## src/rtl/dcc_consts.svh

```systemverilog
`ifndef DCC_CONSTS_SVH
`define DCC_CONSTS_SVH

// Register map
`define DCC_ADDR_CTRL       4'h0
`define DCC_ADDR_STAT       4'h1
`define DCC_ADDR_BUF0       4'h2
`define DCC_ADDR_BUF1       4'h3
`define DCC_ADDR_CNT        4'h4

// Control register fields
`define DCC_BIT_ON          15
`define DCC_BIT_SIZE        14
`define DCC_BIT_DIR         13
`define DCC_BIT_HALF        12
`define DCC_BIT_DUMMY       11
`define DCC_ADDRESSING_SELECT_HI        5
`define DCC_ADDRESSING_SELECT_LO        4
`define DCC_MODE_HI         1
`define DCC_MODE_LO         0
`define DCC_CTRL_WMASK      16'hf833
`define DCC_CTRL_RESET      16'h0000

// Status register fields
`define DCC_ST_BUSY         0
`define DCC_ST_PINGSEL      1
`define DCC_ST_DONE         2
`define DCC_ST_ADDRESSING_SELECT_ERR    3

`define DCC_CNT_RESET       16'h0000
`define DCC_BUF_RESET       16'h0000

`endif

```

## src/rtl/dcc_pkg.sv

```systemverilog
package dcc_pkg;

	typedef enum logic [1:0] {
		DCC_AM_POSTINC = 2'b00,
		DCC_AM_NOINC   = 2'b01,
		DCC_AM_PERIPH  = 2'b10,
		DCC_AM_RSVD    = 2'b11
	} dcc_addressing_select_t;

	typedef enum logic [1:0] {
		DCC_OM_CONT    = 2'b00,
		DCC_OM_ONESHOT = 2'b01,
		DCC_OM_CONT_PP = 2'b10,
		DCC_OM_ONE_PP  = 2'b11
	} dcc_opmode_t;

	// Gray order along idle -> run -> done
	typedef enum logic [1:0] {
		DCC_ST_IDLE = 2'b00,
		DCC_ST_RUN  = 2'b01,
		DCC_ST_DONE = 2'b11
	} dcc_state_t;

	typedef struct packed {
		logic [15:0] data;
		logic        byte_sz;
		logic        to_periph;
		logic [15:0] addr;
	} dcc_xfer_t;

endpackage : dcc_pkg

```

## src/rtl/dcc_channel.sv

```systemverilog
// Overview of operation
// - Bit 14 picks element width: one moves bytes, zero moves 16-bit words.
// - Addressing field: 11 reserved, 10 peripheral indirect, 01 no post-increment.
// - Operating mode sits in control bits 1-0, software writable, zero at reset.
// - Mode 11 one-shot ping-pong, 10 continuous ping-pong, 01 one-shot plain.
`timescale 1ns/1ps
`include "dcc_consts.svh"

module dcc_channel #(
	parameter int CNT_W = 16
) (
	input  wire logic              mclk_i,
	input  wire logic              resetn_i,
	// Register port
	input  wire logic [3:0]        reg_addr_i,
	input  wire logic [15:0]       reg_wdata_i,
	input  wire logic              reg_wr_i,
	input  wire logic              reg_rd_i,
	output logic      [15:0]       reg_rdata_o,
	// Transfer request from the peripheral side (same clock)
	input  wire logic              req_i,
	// Data read from source, one element per accepted request
	input  wire logic [15:0]       src_data_i,
	// Outgoing transfer stream
	output logic                   xfer_valid_o,
	input  wire logic              xfer_ready_i,
	output dcc_pkg::dcc_xfer_t     xfer_o,
	output logic                   active_o,
	output logic                   block_done_o
);

	if (CNT_W < 2 || CNT_W > 16) begin : g_bad_cnt_w
		$error("dcc_channel: CNT_W must be 2..16");
	end

	// ******************************
	// Registers
	// ******************************
	logic [15:0]         ctrl_ff, nxt_ctrl;
	logic [15:0]         buf0_ff, nxt_buf0;
	logic [15:0]         buf1_ff, nxt_buf1;
	logic [CNT_W-1:0]    cnt_ff, nxt_cnt;
	logic [15:0]         rdata_ff, nxt_rdata;

	logic                chan_on;
	logic                byte_sz;
	logic                to_periph;
	dcc_pkg::dcc_addressing_select_t  addressing_select;
	dcc_pkg::dcc_opmode_t opmode;

	always_comb begin
		chan_on   = ctrl_ff[`DCC_BIT_ON];
		byte_sz   = ctrl_ff[`DCC_BIT_SIZE];
		to_periph = ctrl_ff[`DCC_BIT_DIR];
		addressing_select     = dcc_pkg::dcc_addressing_select_t'(ctrl_ff[`DCC_ADDRESSING_SELECT_HI:`DCC_ADDRESSING_SELECT_LO]);
		opmode    = dcc_pkg::dcc_opmode_t'(ctrl_ff[`DCC_MODE_HI:`DCC_MODE_LO]);
	end

	// ******************************
	// Channel state machine
	// ******************************
	dcc_pkg::dcc_state_t state_ff, nxt_state;
	logic                pp_sel_ff, nxt_pp_sel;
	logic [CNT_W-1:0]    idx_ff, nxt_idx;
	logic [15:0]         addr_ff, nxt_addr;
	logic                done_ff, nxt_done;
	logic                pulse_ff, nxt_pulse;
	logic                skid_ready;
	logic                take;
	logic                last;
	logic                pingpong;
	logic                oneshot;
	dcc_pkg::dcc_xfer_t  push_word;

	function automatic logic [15:0] step_addr(input logic [15:0] a,
	                                          input dcc_pkg::dcc_addressing_select_t m,
	                                          input logic b);
		logic [15:0] inc;
		inc = b ? 16'h0001 : 16'h0002;
		case (m)
			dcc_pkg::DCC_AM_POSTINC: step_addr = a + inc;
			default:                step_addr = a;
		endcase
	endfunction : step_addr

	function automatic logic [15:0] base_of(input logic sel,
	                                        input logic [15:0] b0,
	                                        input logic [15:0] b1);
		base_of = sel ? b1 : b0;
	endfunction : base_of

	always_comb begin
		pingpong  = opmode[1];
		oneshot   = opmode[0];
		last      = (idx_ff == cnt_ff);
		// Reserved addressing mode never moves data, so a bad setup cannot scribble memory
		take      = (state_ff == dcc_pkg::DCC_ST_RUN) && chan_on && req_i && skid_ready
		            && (addressing_select != dcc_pkg::DCC_AM_RSVD);
		push_word.data      = byte_sz ? {8'h00, src_data_i[7:0]} : src_data_i;
		push_word.byte_sz   = byte_sz;
		push_word.to_periph = to_periph;
		push_word.addr      = (addressing_select == dcc_pkg::DCC_AM_PERIPH) ? 16'h0000 : addr_ff;
		nxt_state  = state_ff;
		nxt_pp_sel = pp_sel_ff;
		nxt_idx    = idx_ff;
		nxt_addr   = addr_ff;
		nxt_done   = done_ff;
		nxt_pulse  = 1'b0;
		case (state_ff)
			dcc_pkg::DCC_ST_IDLE: begin
				if (chan_on) begin
					nxt_state  = dcc_pkg::DCC_ST_RUN;
					nxt_pp_sel = 1'b0;
					nxt_idx    = '0;
					nxt_addr   = buf0_ff;
				end
			end
			dcc_pkg::DCC_ST_RUN: begin
				if (take) begin
					nxt_addr = step_addr(addr_ff, addressing_select, byte_sz);
					nxt_idx  = idx_ff + 1'b1;
					if (last) begin
						nxt_idx   = '0;
						nxt_pulse = 1'b1;
						nxt_done  = 1'b1;
						if (pingpong) begin
							nxt_pp_sel = ~pp_sel_ff;
							nxt_addr   = base_of(~pp_sel_ff, buf0_ff, buf1_ff);
							// One-shot ping-pong stops after both buffers are done
							if (oneshot && pp_sel_ff) begin
								nxt_state = dcc_pkg::DCC_ST_DONE;
							end
						end else begin
							nxt_addr = buf0_ff;
							if (oneshot) begin
								nxt_state = dcc_pkg::DCC_ST_DONE;
							end
						end
					end
				end
			end
			default: begin
				nxt_state = dcc_pkg::DCC_ST_DONE;
			end
		endcase
		// Clearing the enable aborts any block in flight
		if (!chan_on) begin
			nxt_state = dcc_pkg::DCC_ST_IDLE;
		end
		// Done is sticky; a completion in the same cycle as the clear wins
		if (reg_wr_i && reg_addr_i == `DCC_ADDR_STAT && reg_wdata_i[`DCC_ST_DONE]
		    && !nxt_pulse) begin
			nxt_done = 1'b0;
		end
	end

	// ******************************
	// Register access
	// ******************************
	logic [15:0] stat_word;

	always_comb begin
		stat_word = 16'h0000;
		stat_word[`DCC_ST_BUSY]      = (state_ff == dcc_pkg::DCC_ST_RUN);
		stat_word[`DCC_ST_PINGSEL]   = pp_sel_ff;
		stat_word[`DCC_ST_DONE]      = done_ff;
		stat_word[`DCC_ST_ADDRESSING_SELECT_ERR] = (addressing_select == dcc_pkg::DCC_AM_RSVD);
		nxt_ctrl  = ctrl_ff;
		nxt_buf0  = buf0_ff;
		nxt_buf1  = buf1_ff;
		nxt_cnt   = cnt_ff;
		nxt_rdata = 16'h0000;
		if (reg_wr_i) begin
			if (reg_addr_i == `DCC_ADDR_CTRL) begin
				nxt_ctrl = reg_wdata_i & `DCC_CTRL_WMASK;
			end else if (reg_addr_i == `DCC_ADDR_BUF0) begin
				nxt_buf0 = reg_wdata_i;
			end else if (reg_addr_i == `DCC_ADDR_BUF1) begin
				nxt_buf1 = reg_wdata_i;
			end else if (reg_addr_i == `DCC_ADDR_CNT) begin
				nxt_cnt = reg_wdata_i[CNT_W-1:0];
			end
		end
		if (reg_rd_i) begin
			if (reg_addr_i == `DCC_ADDR_CTRL) begin
				nxt_rdata = ctrl_ff;
			end else if (reg_addr_i == `DCC_ADDR_STAT) begin
				nxt_rdata = stat_word;
			end else if (reg_addr_i == `DCC_ADDR_BUF0) begin
				nxt_rdata = buf0_ff;
			end else if (reg_addr_i == `DCC_ADDR_BUF1) begin
				nxt_rdata = buf1_ff;
			end else if (reg_addr_i == `DCC_ADDR_CNT) begin
				nxt_rdata = 16'(cnt_ff);
			end else begin
				nxt_rdata = 16'h0000;
			end
		end
	end

	always_ff @(posedge mclk_i or negedge resetn_i) begin
		if (!resetn_i) begin
			ctrl_ff   <= `DCC_CTRL_RESET;
			buf0_ff   <= `DCC_BUF_RESET;
			buf1_ff   <= `DCC_BUF_RESET;
			cnt_ff    <= CNT_W'(`DCC_CNT_RESET);
			rdata_ff  <= 16'h0000;
			state_ff  <= dcc_pkg::DCC_ST_IDLE;
			pp_sel_ff <= 1'b0;
			idx_ff    <= '0;
			addr_ff   <= 16'h0000;
			done_ff   <= 1'b0;
			pulse_ff  <= 1'b0;
		end else begin
			ctrl_ff   <= nxt_ctrl;
			buf0_ff   <= nxt_buf0;
			buf1_ff   <= nxt_buf1;
			cnt_ff    <= nxt_cnt;
			rdata_ff  <= nxt_rdata;
			state_ff  <= nxt_state;
			pp_sel_ff <= nxt_pp_sel;
			idx_ff    <= nxt_idx;
			addr_ff   <= nxt_addr;
			done_ff   <= nxt_done;
			pulse_ff  <= nxt_pulse;
		end
	end

	// ******************************
	// Output buffer
	// ******************************
	logic [$bits(dcc_pkg::dcc_xfer_t)-1:0] skid_out;

	dcc_skid #(
		.WIDTH($bits(dcc_pkg::dcc_xfer_t))
	) u_skid (
		.mclk_i      (mclk_i),
		.resetn_i    (resetn_i),
		.in_valid_i  (take),
		.in_ready_o  (skid_ready),
		.in_data_i   (push_word),
		.out_valid_o (xfer_valid_o),
		.out_ready_i (xfer_ready_i),
		.out_data_o  (skid_out)
	);

	always_comb begin
		xfer_o       = dcc_pkg::dcc_xfer_t'(skid_out);
		reg_rdata_o  = rdata_ff;
		active_o     = (state_ff == dcc_pkg::DCC_ST_RUN);
		block_done_o = pulse_ff;
	end

endmodule : dcc_channel

```

## src/rtl/dcc_skid.sv

```systemverilog
`timescale 1ns/1ps

module dcc_skid #(
	parameter int WIDTH = 34
) (
	input  wire logic             mclk_i,
	input  wire logic             resetn_i,
	input  wire logic             in_valid_i,
	output logic                  in_ready_o,
	input  wire logic [WIDTH-1:0] in_data_i,
	output logic                  out_valid_o,
	input  wire logic             out_ready_i,
	output logic      [WIDTH-1:0] out_data_o
);

	if (WIDTH < 1) begin : g_bad_width
		$error("dcc_skid: WIDTH must be positive");
	end

	logic [WIDTH-1:0] mem_ff [2];
	logic             wptr_ff, nxt_wptr;
	logic             rptr_ff, nxt_rptr;
	logic [1:0]       cnt_ff, nxt_cnt;
	logic             push, pop;

	// Two entries let a stall land one cycle late without dropping a word
	always_comb begin
		in_ready_o  = (cnt_ff != 2'd2);
		out_valid_o = (cnt_ff != 2'd0);
		out_data_o  = mem_ff[rptr_ff];
		push        = in_valid_i && in_ready_o;
		pop         = out_valid_o && out_ready_i;
		nxt_wptr    = push ? ~wptr_ff : wptr_ff;
		nxt_rptr    = pop ? ~rptr_ff : rptr_ff;
		nxt_cnt     = cnt_ff + {1'b0, push} - {1'b0, pop};
	end

	always_ff @(posedge mclk_i or negedge resetn_i) begin
		if (!resetn_i) begin
			wptr_ff   <= 1'b0;
			rptr_ff   <= 1'b0;
			cnt_ff    <= 2'd0;
			mem_ff[0] <= '0;
			mem_ff[1] <= '0;
		end else begin
			wptr_ff <= nxt_wptr;
			rptr_ff <= nxt_rptr;
			cnt_ff  <= nxt_cnt;
			if (push) begin
				mem_ff[wptr_ff] <= in_data_i;
			end
		end
	end

endmodule : dcc_skid
```

## config.mk

```make
export PLATFORM = sky130hd
export DESIGN_NAME = dcc_channel
export DESIGN_NICKNAME = d
export VERILOG_FILES = /design/src/rtl/dcc_pkg.sv /design/src/rtl/dcc_channel.sv /design/src/rtl/dcc_skid.sv
export VERILOG_INCLUDE_DIRS = /design/src /design/src/rtl
export SDC_FILE = /design/constraint.sdc
export NUM_CORES = 1
export LEC_CHECK = 0
export ABC_AREA = 1
export BUFFER_PORTS_ARGS = -buffer_cell sky130_fd_sc_hd__buf_4
export CAP_MARGIN = 40
export CORE_ASPECT_RATIO = 1.75
export CORE_MARGIN = 2
export CORE_UTILIZATION = 30
export CTS_BUF_LIST = sky130_fd_sc_hd__clkbuf_4 sky130_fd_sc_hd__clkbuf_8
export CTS_CLUSTER_DIAMETER = 40
export DETAILED_ROUTE_END_ITERATION = 10
export PLACE_DENSITY_LB_ADDON = 0.08
export SLEW_MARGIN = 20
export SYNTH_ARGS = -nofsm -noshare
export SYNTH_HDL_FRONTEND = slang
export SYNTH_SLANG_ARGS = --single-unit
```

## constraint.sdc

```tcl
create_clock -name mclk_i -period 2.2 [get_ports mclk_i]
set_input_delay 0.55 -clock mclk_i [delete_from_list [all_inputs] [get_ports mclk_i]]
set_output_delay 0.55 -clock mclk_i [all_outputs]
set_load 0.005 [all_outputs]
```

== Word level (Yosys, flattened, before mapping) ==
Cells that the tools add are included.

* Register bits: 182
* Input port bits: 42
* Output and inout port bits: 53

* Add/subtract/negate cells: 4
* $lt $le $gt $ge: 3
* Equal/unequal tests: 19
* Multiplexer cells: 45
* Bitwise logic cells: 8
* Reduce and logical (&&, ||, !) cells: 29

{| class="wikitable"
|+ Operators with widths
! operator !! count
|-
| 16-bit 2-to-1 mux || 17
|-
| 34-bit 2-to-1 mux || 4
|-
| 68-bit bitwise mux || 1
|-
| 16-bit one-hot mux with 2 select lines || 2
|-
| 34-bit demux with 1-bit select || 1
|-
| 16-bit by 1-bit adder with 16-bit output, second input constant || 1
|-
| 16-bit by 2-bit adder with 16-bit output || 1
|-
| 16-bit equality test || 1
|-
| 2-bit 2-to-1 mux || 7
|-
| 4-bit AND reduction || 3
|-
| 1-bit logical AND || 11
|-
| 1-bit 2-to-1 mux || 11
|-
| 5-bit AND reduction || 2
|-
| 2-bit nonzero test || 5
|-
| 3-bit AND reduction || 3
|-
| 4-bit by 2-bit equality test with 1-bit output, second input constant || 2
|-
| 2-bit by 1-bit inequality test with 1-bit output, second input constant || 3
|-
| 2-bit inequality test, second input constant || 3
|-
| 3-bit by 2-bit inequality test with 1-bit output, second input constant || 2
|-
| 1-bit inverter || 6
|-
| 2-bit equality test, second input constant || 2
|-
| 4-bit by 1-bit equality test with 1-bit output, second input constant || 1
|-
| 4-bit by 3-bit equality test with 1-bit output, second input constant || 1
|-
| 2-bit >= comparator, second input constant || 2
|-
| 14 further kinds || 16
|}

== Logic depth before layout (Yosys ltp) ==
Gate-level depths: netlist of run 1.

* Word-level depth: 11
* Depth in mapped cells: 14
* Gate-level depth less buffers: 13

== Cells and area by module ==
Synthesis of run 1 repeated with hierarchy kept, for this count alone.

* Cell total of the unflattened synthesis: 1312
* Area total of the unflattened synthesis: 9942.0 sq um

{| class="wikitable"
|+ By module, submodules not included
! module !! instances !! cells an instance !! area an instance (sq um) !! sequential area each (sq um)
|-
| dcc_channel || 1 || 871 || 6193.4 || 2752.6
|-
| dcc_skid || 1 || 441 || 3748.6 || 1801.7
|}

== Least setup slack after synthesis of run 1 ==
No wires, ideal clock.

* Path kind: register to register
* Start: register ctrl_ff[14]
* End: register addr_ff[10]
* Data arrival time: 1.875 ns
* Path slack: 0.208 ns
* Cell stages (with the launch flop): 14
* Cells stage by stage: dfrtp_1 > clkbuf_1 > inv_1 > fa_1 > nand3_1 > inv_1 > nand2_1 > o21ai_0 > o21ai_0 > nand2_1 > nand3_1 > nand2_1 > nand2_1 > nand2_1

* Word-level cells in the longest chain between the ends: 6

{| class="wikitable"
|+ RTL lines
! item !! line !! source
|-
| start: declaration || dcc_channel.sv:39 || <nowiki>logic [15:0] ctrl_ff, nxt_ctrl;</nowiki>
|-
| start signal: assignment || dcc_channel.sv:203 || <nowiki>ctrl_ff <= `DCC_CTRL_RESET;</nowiki>
|-
| start signal: assignment || dcc_channel.sv:215 || <nowiki>ctrl_ff <= nxt_ctrl;</nowiki>
|-
| 2-bit 2-to-1 mux || dcc_channel.sv:79 || <nowiki>inc = b ? 16'h0001 : 16'h0002;</nowiki>
|-
| 16-bit by 2-bit adder with 16-bit output || dcc_channel.sv:81 || <nowiki>dcc_pkg::DCC_AM_POSTINC: step_addr = a + inc;</nowiki>
|-
| 16-bit 2-to-1 mux || dcc_channel.sv:80 || <nowiki>case (m)</nowiki>
|-
| 16-bit 2-to-1 mux || dcc_channel.sv:122 || <nowiki>if (last) begin</nowiki>
|-
| 16-bit 2-to-1 mux || dcc_channel.sv:119 || <nowiki>if (take) begin</nowiki>
|-
| 16-bit one-hot mux with 2 select lines || dcc_channel.sv:109 || <nowiki>case (state_ff)</nowiki>
|-
| end signal: assignment || dcc_channel.sv:223 || <nowiki>addr_ff <= nxt_addr;</nowiki>
|-
| end: declaration || dcc_channel.sv:65 || <nowiki>logic [15:0] addr_ff, nxt_addr;</nowiki>
|}

Every way passes these cells. The select of a mux whose other input is x is not followed.
A chain may end at the register's enable or synchronous reset.

==> results of run 1 <==
## cell type report
type                       count  share of cell area, %
clock inverter                 5                   1.13
multi-input combinational    844                   34.8
tap                          391                   4.44
inverter                     168                   5.77
sequential                   182                   41.3
clock buffer                  23                   2.59
antenna                        1                 0.0227
timing repair buffer         131                   9.91
## kinds of logic after synthesis
family          count (synthesis)  synth area share, %
flops                         182                 49.2
fa+ha+maj                       6                0.892
buf+inv                       220                 9.43
simple gates                  613                 27.2
compound gates                209                 11.7
xor+xnor                       16                 1.51
## through the flow
stage               hold WS (ps)  TNS, ps  instance area, sq um  utilization [%]
detailed placement           448        0                 10500             34.4
global route                 314     -351                 11000             36.0
global placement             453        0                 10500             34.4
CTS                          272        0                 11000             35.9
floorplan                    254        0                  9260                -
finish                       314        0                 11000             36.0
## placed cells by master (no fill, tap or decap), types with 8 or more instances in the layout
| master | Yosys | final |
|---|---|---|
| sky130_fd_sc_hd__a21oi_1 | 34 | 34 |
| sky130_fd_sc_hd__buf_12 | 0 | 8 |
| sky130_fd_sc_hd__buf_4 | 2 | 121 |
| sky130_fd_sc_hd__clkbuf_8 | 0 | 19 |
| sky130_fd_sc_hd__dfrtp_1 | 182 | 181 |
| sky130_fd_sc_hd__inv_1 | 161 | 160 |
| sky130_fd_sc_hd__nand2_1 | 434 | 432 |
| sky130_fd_sc_hd__nand3_1 | 72 | 72 |
| sky130_fd_sc_hd__nand4_1 | 8 | 8 |
| sky130_fd_sc_hd__nor2_1 | 74 | 74 |
| sky130_fd_sc_hd__o21ai_0 | 151 | 143 |
| sky130_fd_sc_hd__o21ai_1 | 7 | 15 |
| sky130_fd_sc_hd__o22ai_1 | 10 | 10 |
| sky130_fd_sc_hd__xor2_1 | 15 | 15 |
## final timing paths
kind / startpoint / endpoint / slack, ps / cells past startpoint
hold reg to reg: u_skid.mem_ff[4] / u_skid.mem_ff[4] / 480 / 2
hold / removal: src_data_i[1] / u_skid.mem_ff[19] / 310 / 3
setup / recovery: u_skid.rptr_ff / xfer_o[15] / 90 / 3
max in group asynchronous: resetn_i / u_skid.mem_ff[44] / 1090 / 3
setup reg to reg: ctrl_ff[14] / addr_ff[10] / 190 / 12
min in group asynchronous: resetn_i / u_skid.mem_ff[58] / 490 / 2
## state kept, by name, summed over array words and instances (netlist names), 9 cells and up
name and flops:
buf1_ff 16, reg_rdata_o 16, addr_ff 16, ctrl_ff 9
idx_ff 16, cnt_ff 16, buf0_ff 16, u_skid.mem_ff 68
## power by group
group	internal [W]	leakage (nW)	total, W	switching [W]
clock	0.00130	0.213	0.00248	0.00117
combinational	0.00164	3.10	0.00389	0.00225
sequential	0.00422	2.36	0.00482	0.000606
total	0.00716	5.67	0.0112	0.00403
## critical path, delay by kind of cell, from the launching register on
| kind | cells | cell delay, ps |
|---|---|---|
| flip-flops | 1 | 490 |
| buffers and inverters | 2 | 350 |
| AO/OA/AOI/OAI | 1 | 220 |
## repair_timing
item	in CTS	in global routing
setup buffers	3	0
resized for setup	7	5
hold endpoints to repair	19	0
hold buffers	1	0
endpoints found under the setup margin	18	16
## metal layers
layer	vias to the layer above	GRT usage, %	wire length (microns)
li1	4085	-	-
met5	-	0	0
met1	3712	19.7	10600
met4	0	5.50	553
met3	20	3.01	719
met2	111	33.6	15200
==> flow_results.xml, run 1 <==
<?xml version="1.0" encoding="UTF-8"?>
<metrics>
  <group name="critical_path">
    <metric name="critical-path-max-stage-delay" unit="ps">490</metric>
    <metric name="critPathMaxFanout" unit="">44</metric>
    <metric name="endpoint_kind" unit="">primary output</metric>
    <metric name="cp-start-kind" unit="">flop</metric>
    <metric name="crit_path_top_delay_cell" unit="">sky130_fd_sc_hd__dfrtp_2</metric>
    <metric name="timing.critical_path.required" unit="ps">1650</metric>
    <metric name="timing.critical_path.arrival" unit="ps">1560</metric>
    <metric name="crit_type" unit="">flop to primary output</metric>
    <metric name="cp_cell_sequence" unit="">buf_12, o21ai_0, buf_4</metric>
  </group>
  <group name="timing">
    <metric name="fin_skew" unit="ps">11.9</metric>
    <metric name="max_slew_margin" unit="%">61.2</metric>
    <metric name="tightest_slew" unit="ps">581</metric>
    <metric name="hold_viol" unit="">0</metric>
    <metric name="post-route-worst-setup-slack" unit="ps">89.9</metric>
    <metric name="report.final.slew_viol_count" unit="">0</metric>
    <metric name="timing.fmax" unit="GHz">0.474</metric>
    <metric name="setup_viol_count_final" unit="">0</metric>
    <metric name="finalWorstPathRequiredPeriod" unit="ps">2110</metric>
    <metric name="period_share" unit="%">95.9</metric>
    <metric name="rsz0062_at_grt" unit="">yes</metric>
  </group>
  <group name="global_routing">
    <metric name="grt_max_degree" unit="">61</metric>
    <metric name="grt_pass1_wl" unit="mm">43.9</metric>
    <metric name="number_of_antenna_violations_at_the_first_check_in_global_routing" unit="">0</metric>
    <metric name="leftover_overflow_at_the_end_of_global_routing" unit="">0</metric>
    <metric name="gr-usage-all-layers" unit="%">17.7</metric>
    <metric name="grt_pass1_vias" unit="">8041</metric>
  </group>
  <group name="place">
    <metric name="port-buffer-count" unit="">94</metric>
    <metric name="placement.setup.worst_slack" unit="ps">155</metric>
    <metric name="detailed_place_hpwl" unit="mm">20.3</metric>
    <metric name="rd_place_congestion" unit="">0.806</metric>
    <metric name="place.detailed.instances" unit="">1711</metric>
  </group>
  <group name="floorplanning">
    <metric name="floorplan.initialDensity" unit="%">30.2</metric>
    <metric name="num_rows" unit="">85</metric>
    <metric name="pin_count" unit="">95</metric>
    <metric name="fp.dieH" unit="microns">236</metric>
    <metric name="placeableCoreArea" unit="sq um">30600</metric>
    <metric name="die_area" unit="sq um">32300</metric>
    <metric name="die_w" unit="microns">137</metric>
  </group>
  <group name="synth">
    <metric name="post_synth.cell_area_avg" unit="sq um">7.43</metric>
    <metric name="post-synth-top-count-cell" unit="">sky130_fd_sc_hd__nand2_1</metric>
    <metric name="post_synth_net_total" unit="">1294</metric>
    <metric name="proportion_of_netlist_area_held_by_the_largest_area_contributor" unit="%">49.2</metric>
    <metric name="syn-instance-count" unit="">1246</metric>
    <metric name="synth_area_leaders" unit="">sky130_fd_sc_hd__dfrtp_1 (49%), sky130_fd_sc_hd__nand2_1 (18%), sky130_fd_sc_hd__o21ai_0 (8.2%)</metric>
    <metric name="post_synthesis_cell_area" unit="sq um">9260</metric>
    <metric name="dominantRegCellSynth" unit="">sky130_fd_sc_hd__dfrtp_1</metric>
    <metric name="synth.ff_latch_count" unit="">182</metric>
    <metric name="yosys-top-cells-count" unit="">sky130_fd_sc_hd__nand2_1 (434), sky130_fd_sc_hd__dfrtp_1 (182), sky130_fd_sc_hd__inv_1 (161)</metric>
    <metric name="synth_cell_types" unit="">34</metric>
    <metric name="fraction_of_registers_with_async_set_reset" unit="%">100</metric>
    <metric name="synth-edff-count" unit="">0</metric>
    <metric name="synth.yosys.warnings" unit="">0</metric>
    <metric name="synthDominantAreaCellType" unit="">sky130_fd_sc_hd__dfrtp_1</metric>
    <metric name="synth_seq_area_share" unit="%">49.2</metric>
  </group>
  <group name="power">
    <metric name="power_leakage" unit="nW">5.67</metric>
    <metric name="max-vdd-ir-drop" unit="mV">0.410</metric>
    <metric name="pwr_density_cell" unit="nW/um^2">1020</metric>
    <metric name="total_power" unit="W">0.0112</metric>
  </group>
  <group name="final_layout">
    <metric name="num-nets-final" unit="">1392</metric>
    <metric name="multiInputGateArea" unit="sq um">3840</metric>
    <metric name="area.sequential" unit="sq um">4560</metric>
    <metric name="fraction_of_final_layout_cells_sized_beyond_drive_strength_1" unit="%">14.0</metric>
    <metric name="layout.cells.non_filler" unit="">1745</metric>
    <metric name="filler_cell_count" unit="">3377</metric>
    <metric name="synthToLayoutAreaGrowth" unit="%">19.1</metric>
  </group>
  <group name="worst_hold_path">
    <metric name="worst_hold_path_type" unit="">input port to flop</metric>
  </group>
  <group name="route">
    <metric name="remaining_drc_errors" unit="">0</metric>
    <metric name="via_per_inst" unit="">4.54</metric>
    <metric name="drt.antenna.violating_nets" unit="">0</metric>
    <metric name="finalWirelength" unit="mm">27.1</metric>
    <metric name="drtIter0Drc" unit="">412</metric>
    <metric name="post_drt_wl_per_cell" unit="microns">15.5</metric>
    <metric name="drt_pre_antenna_iters" unit="">5</metric>
    <metric name="num_vias" unit="">7928</metric>
  </group>
  <group name="outcome">
    <metric name="result_of_the_run" unit="">completed</metric>
  </group>
  <group name="clock_tree">
    <metric name="cts_num_sinks" unit="">182</metric>
    <metric name="worst_skew_pair.late_latency" unit="ps">500</metric>
    <metric name="cts_tree" unit="">yes</metric>
    <metric name="tritoncts_buffers" unit="">17</metric>
    <metric name="max-clock-path-buffers" unit="">2</metric>
    <metric name="htree_num_levels" unit="">4</metric>
    <metric name="ctsRootBufferMaster" unit="">sky130_fd_sc_hd__clkbuf_8</metric>
    <metric name="cts.reportedPaths.clkPinSlew" unit="ps">90</metric>
  </group>
  <group name="run">
    <metric name="max_cap_viol_count" unit="">0</metric>
  </group>
</metrics>
Power figures use the tool's default switching activity.
==> inputs of run 2 (changes only) <==
--- a/config.mk
+++ b/config.mk
@@ -12,7 +12,7 @@
 export CORE_ASPECT_RATIO = 1.75
 export CORE_MARGIN = 2
 export CORE_UTILIZATION = 30
-export CTS_BUF_LIST = sky130_fd_sc_hd__clkbuf_4 sky130_fd_sc_hd__clkbuf_8
+export CTS_BUF_LIST = sky130_fd_sc_hd__clkbuf_8
 export CTS_CLUSTER_DIAMETER = 40
 export DETAILED_ROUTE_END_ITERATION = 10
 export PLACE_DENSITY_LB_ADDON = 0.08
==> flow_results.xml, run 2 (same netlist as run 1, synthesis figures left out) <==
<?xml version="1.0" encoding="UTF-8"?>
<metrics>
  <group name="place">
    <metric name="place.detailed.instances" unit="">1711</metric>
    <metric name="rd_place_congestion" unit="">0.806</metric>
    <metric name="detailed_place_hpwl" unit="mm">20.3</metric>
    <metric name="port-buffer-count" unit="">94</metric>
    <metric name="dpl-instance-area" unit="sq um">10500</metric>
  </group>
  <group name="floorplanning">
    <metric name="fp.dieH" unit="microns">236</metric>
    <metric name="pin_count" unit="">95</metric>
    <metric name="die_area" unit="sq um">32300</metric>
    <metric name="placeableCoreArea" unit="sq um">30600</metric>
    <metric name="floorplan.initialDensity" unit="%">30.2</metric>
    <metric name="num_rows" unit="">85</metric>
    <metric name="die_w" unit="microns">137</metric>
  </group>
  <group name="route">
    <metric name="via_per_inst" unit="">4.56</metric>
    <metric name="drt.antenna.violating_nets" unit="">0</metric>
    <metric name="finalWirelength" unit="mm">27.2</metric>
    <metric name="remaining_drc_errors" unit="">0</metric>
    <metric name="post_drt_wl_per_cell" unit="microns">15.6</metric>
    <metric name="drt_pre_antenna_iters" unit="">5</metric>
    <metric name="drtIter0Drc" unit="">422</metric>
    <metric name="num_vias" unit="">7950</metric>
  </group>
  <group name="global_routing">
    <metric name="leftover_overflow_at_the_end_of_global_routing" unit="">0</metric>
    <metric name="grt_max_degree" unit="">61</metric>
    <metric name="gr-usage-all-layers" unit="%">17.7</metric>
    <metric name="grt_pass1_vias" unit="">8041</metric>
    <metric name="grt_pass1_wl" unit="mm">43.9</metric>
    <metric name="number_of_antenna_violations_at_the_first_check_in_global_routing" unit="">0</metric>
  </group>
  <group name="critical_path">
    <metric name="crit_type" unit="">flop to primary output</metric>
    <metric name="crit_path_top_delay_cell" unit="">sky130_fd_sc_hd__dfrtp_2</metric>
    <metric name="timing.critical_path.arrival" unit="ps">1560</metric>
    <metric name="critPathMaxFanout" unit="">44</metric>
    <metric name="critical-path-max-stage-delay" unit="ps">490</metric>
    <metric name="endpoint_kind" unit="">primary output</metric>
    <metric name="timing.critical_path.required" unit="ps">1650</metric>
    <metric name="cp-start-kind" unit="">flop</metric>
    <metric name="cp_cell_sequence" unit="">buf_12, o21ai_0, buf_4</metric>
  </group>
  <group name="clock_tree">
    <metric name="tritoncts_buffers" unit="">17</metric>
    <metric name="cts_num_sinks" unit="">182</metric>
    <metric name="worst_skew_pair.late_latency" unit="ps">500</metric>
    <metric name="max-clock-path-buffers" unit="">2</metric>
    <metric name="ctsRootBufferMaster" unit="">sky130_fd_sc_hd__clkbuf_8</metric>
    <metric name="cts.reportedPaths.clkPinSlew" unit="ps">90</metric>
    <metric name="cts_tree" unit="">yes</metric>
    <metric name="htree_num_levels" unit="">4</metric>
  </group>
  <group name="worst_hold_path">
    <metric name="worst_hold_path_type" unit="">input port to flop</metric>
  </group>
  <group name="final_layout">
    <metric name="largest_register_ff_count" unit="">68</metric>
    <metric name="synthToLayoutAreaGrowth" unit="%">18.9</metric>
    <metric name="layout.cells.non_filler" unit="">1745</metric>
    <metric name="num-nets-final" unit="">1392</metric>
    <metric name="largest-register" unit="">u_skid.mem_ff</metric>
    <metric name="most_frequent_cells_in_the_layout" unit="">sky130_fd_sc_hd__nand2_1 (432), sky130_fd_sc_hd__dfrtp_1 (181), sky130_fd_sc_hd__inv_1 (165), sky130_fd_sc_hd__o21ai_0 (143), sky130_fd_sc_hd__buf_4 (121)</metric>
    <metric name="fin_area" unit="sq um">11000</metric>
    <metric name="fraction_of_final_layout_cells_sized_beyond_drive_strength_1" unit="%">13.6</metric>
    <metric name="final_common_cell" unit="">sky130_fd_sc_hd__nand2_1</metric>
  </group>
  <group name="timing">
    <metric name="fin_skew" unit="ps">11.1</metric>
    <metric name="setup_viol_count_final" unit="">0</metric>
    <metric name="report.final.slew_viol_count" unit="">0</metric>
    <metric name="rsz0062_at_grt" unit="">yes</metric>
    <metric name="max_slew_margin" unit="%">61.3</metric>
    <metric name="fin_hold_ws" unit="ps">314</metric>
    <metric name="tightest_slew" unit="ps">580</metric>
    <metric name="finalWorstPathRequiredPeriod" unit="ps">2110</metric>
    <metric name="timing.fmax" unit="GHz">0.473</metric>
    <metric name="hold_viol" unit="">0</metric>
    <metric name="period_share" unit="%">96.1</metric>
  </group>
  <group name="power">
    <metric name="max-vdd-ir-drop" unit="mV">0.411</metric>
    <metric name="pwr_density_cell" unit="nW/um^2">1010</metric>
    <metric name="power_leakage" unit="nW">5.67</metric>
    <metric name="total_power" unit="W">0.0111</metric>
  </group>
  <group name="outcome">
    <metric name="result_of_the_run" unit="">completed</metric>
  </group>
  <group name="run">
    <metric name="max_cap_viol_count" unit="">0</metric>
  </group>
</metrics>
run 2: changes by cell type in the layout (fill, tap and decap cells not counted):
cell / previous run / this run
sky130_fd_sc_hd__clkbuf_4: 5 / 0
sky130_fd_sc_hd__inv_1: 160 / 165
run 2: worst max-delay path, delay by kind of cell, from the launching register on:
family | cells | cell delay [ps]
buffers and inverters | 2 | 350
flip-flops | 1 | 490
AO/OA/AOI/OAI | 1 | 220
run 2: layout make-up:
cell class | count | area [sq um]
well taps | 391 | 489
flip-flops and latches | 182 | 4560
diodes | 1 | 2.50
clock buffers | 18 | 248
clock inverters | 10 | 144
multi-input cells | 844 | 3840
inverters | 168 | 636
fillers | 3380 | 19600
repair buffers | 131 | 1090
run 2: per-stage QoR:
step           setup slack [ps]  util [%]  TNS (ps)
2_1_floorplan               208         -         0
3_3_place_gp                176      34.4         0
3_5_place_dp                155      34.4         0
4_1_cts                   0.880      35.8         0
5_1_grt                   -46.8      35.9      -357
6_report                   85.9      35.9         0
run 2: per-layer routing:
metal	GRT usage, %	share of wire (%)	vias to the layer above
met5	0	0	-
met4	5.50	2.1	0
met3	3.01	2.9	22
met2	33.6	56	121
met1	19.7	39	3719
li1	-	-	4088
run 2: what timing repair did:
item	CTS	global route
hold endpoints to repair	19	0
gates resized for setup	7	5
setup buffers	3	0
endpoints found under the setup margin	18	16
hold buffers	1	0
run 2: power breakdown:
part,internal [W],total [W],switching [W]
logic,0.00164,0.00389,0.00226
clock network,0.00122,0.00240,0.00118
registers,0.00422,0.00482,0.000607
total,0.00707,0.0111,0.00404
run 2: path summary, 6_finish.rpt:
| check | startpoint | to | slack [ps] | cells after the start |
|---|---|---|---|---|
| max | u_skid.rptr_ff | xfer_o[15] | 90 | 3 |
| max in group asynchronous | resetn_i | u_skid.mem_ff[44] | 1090 | 3 |
| min | src_data_i[1] | u_skid.mem_ff[19] | 310 | 3 |
| min reg2reg | u_skid.mem_ff[4] | u_skid.mem_ff[4] | 480 | 2 |
| max reg2reg | ctrl_ff[14] | addr_ff[10] | 200 | 12 |
| min in group asynchronous | resetn_i | u_skid.mem_ff[58] | 490 | 2 |
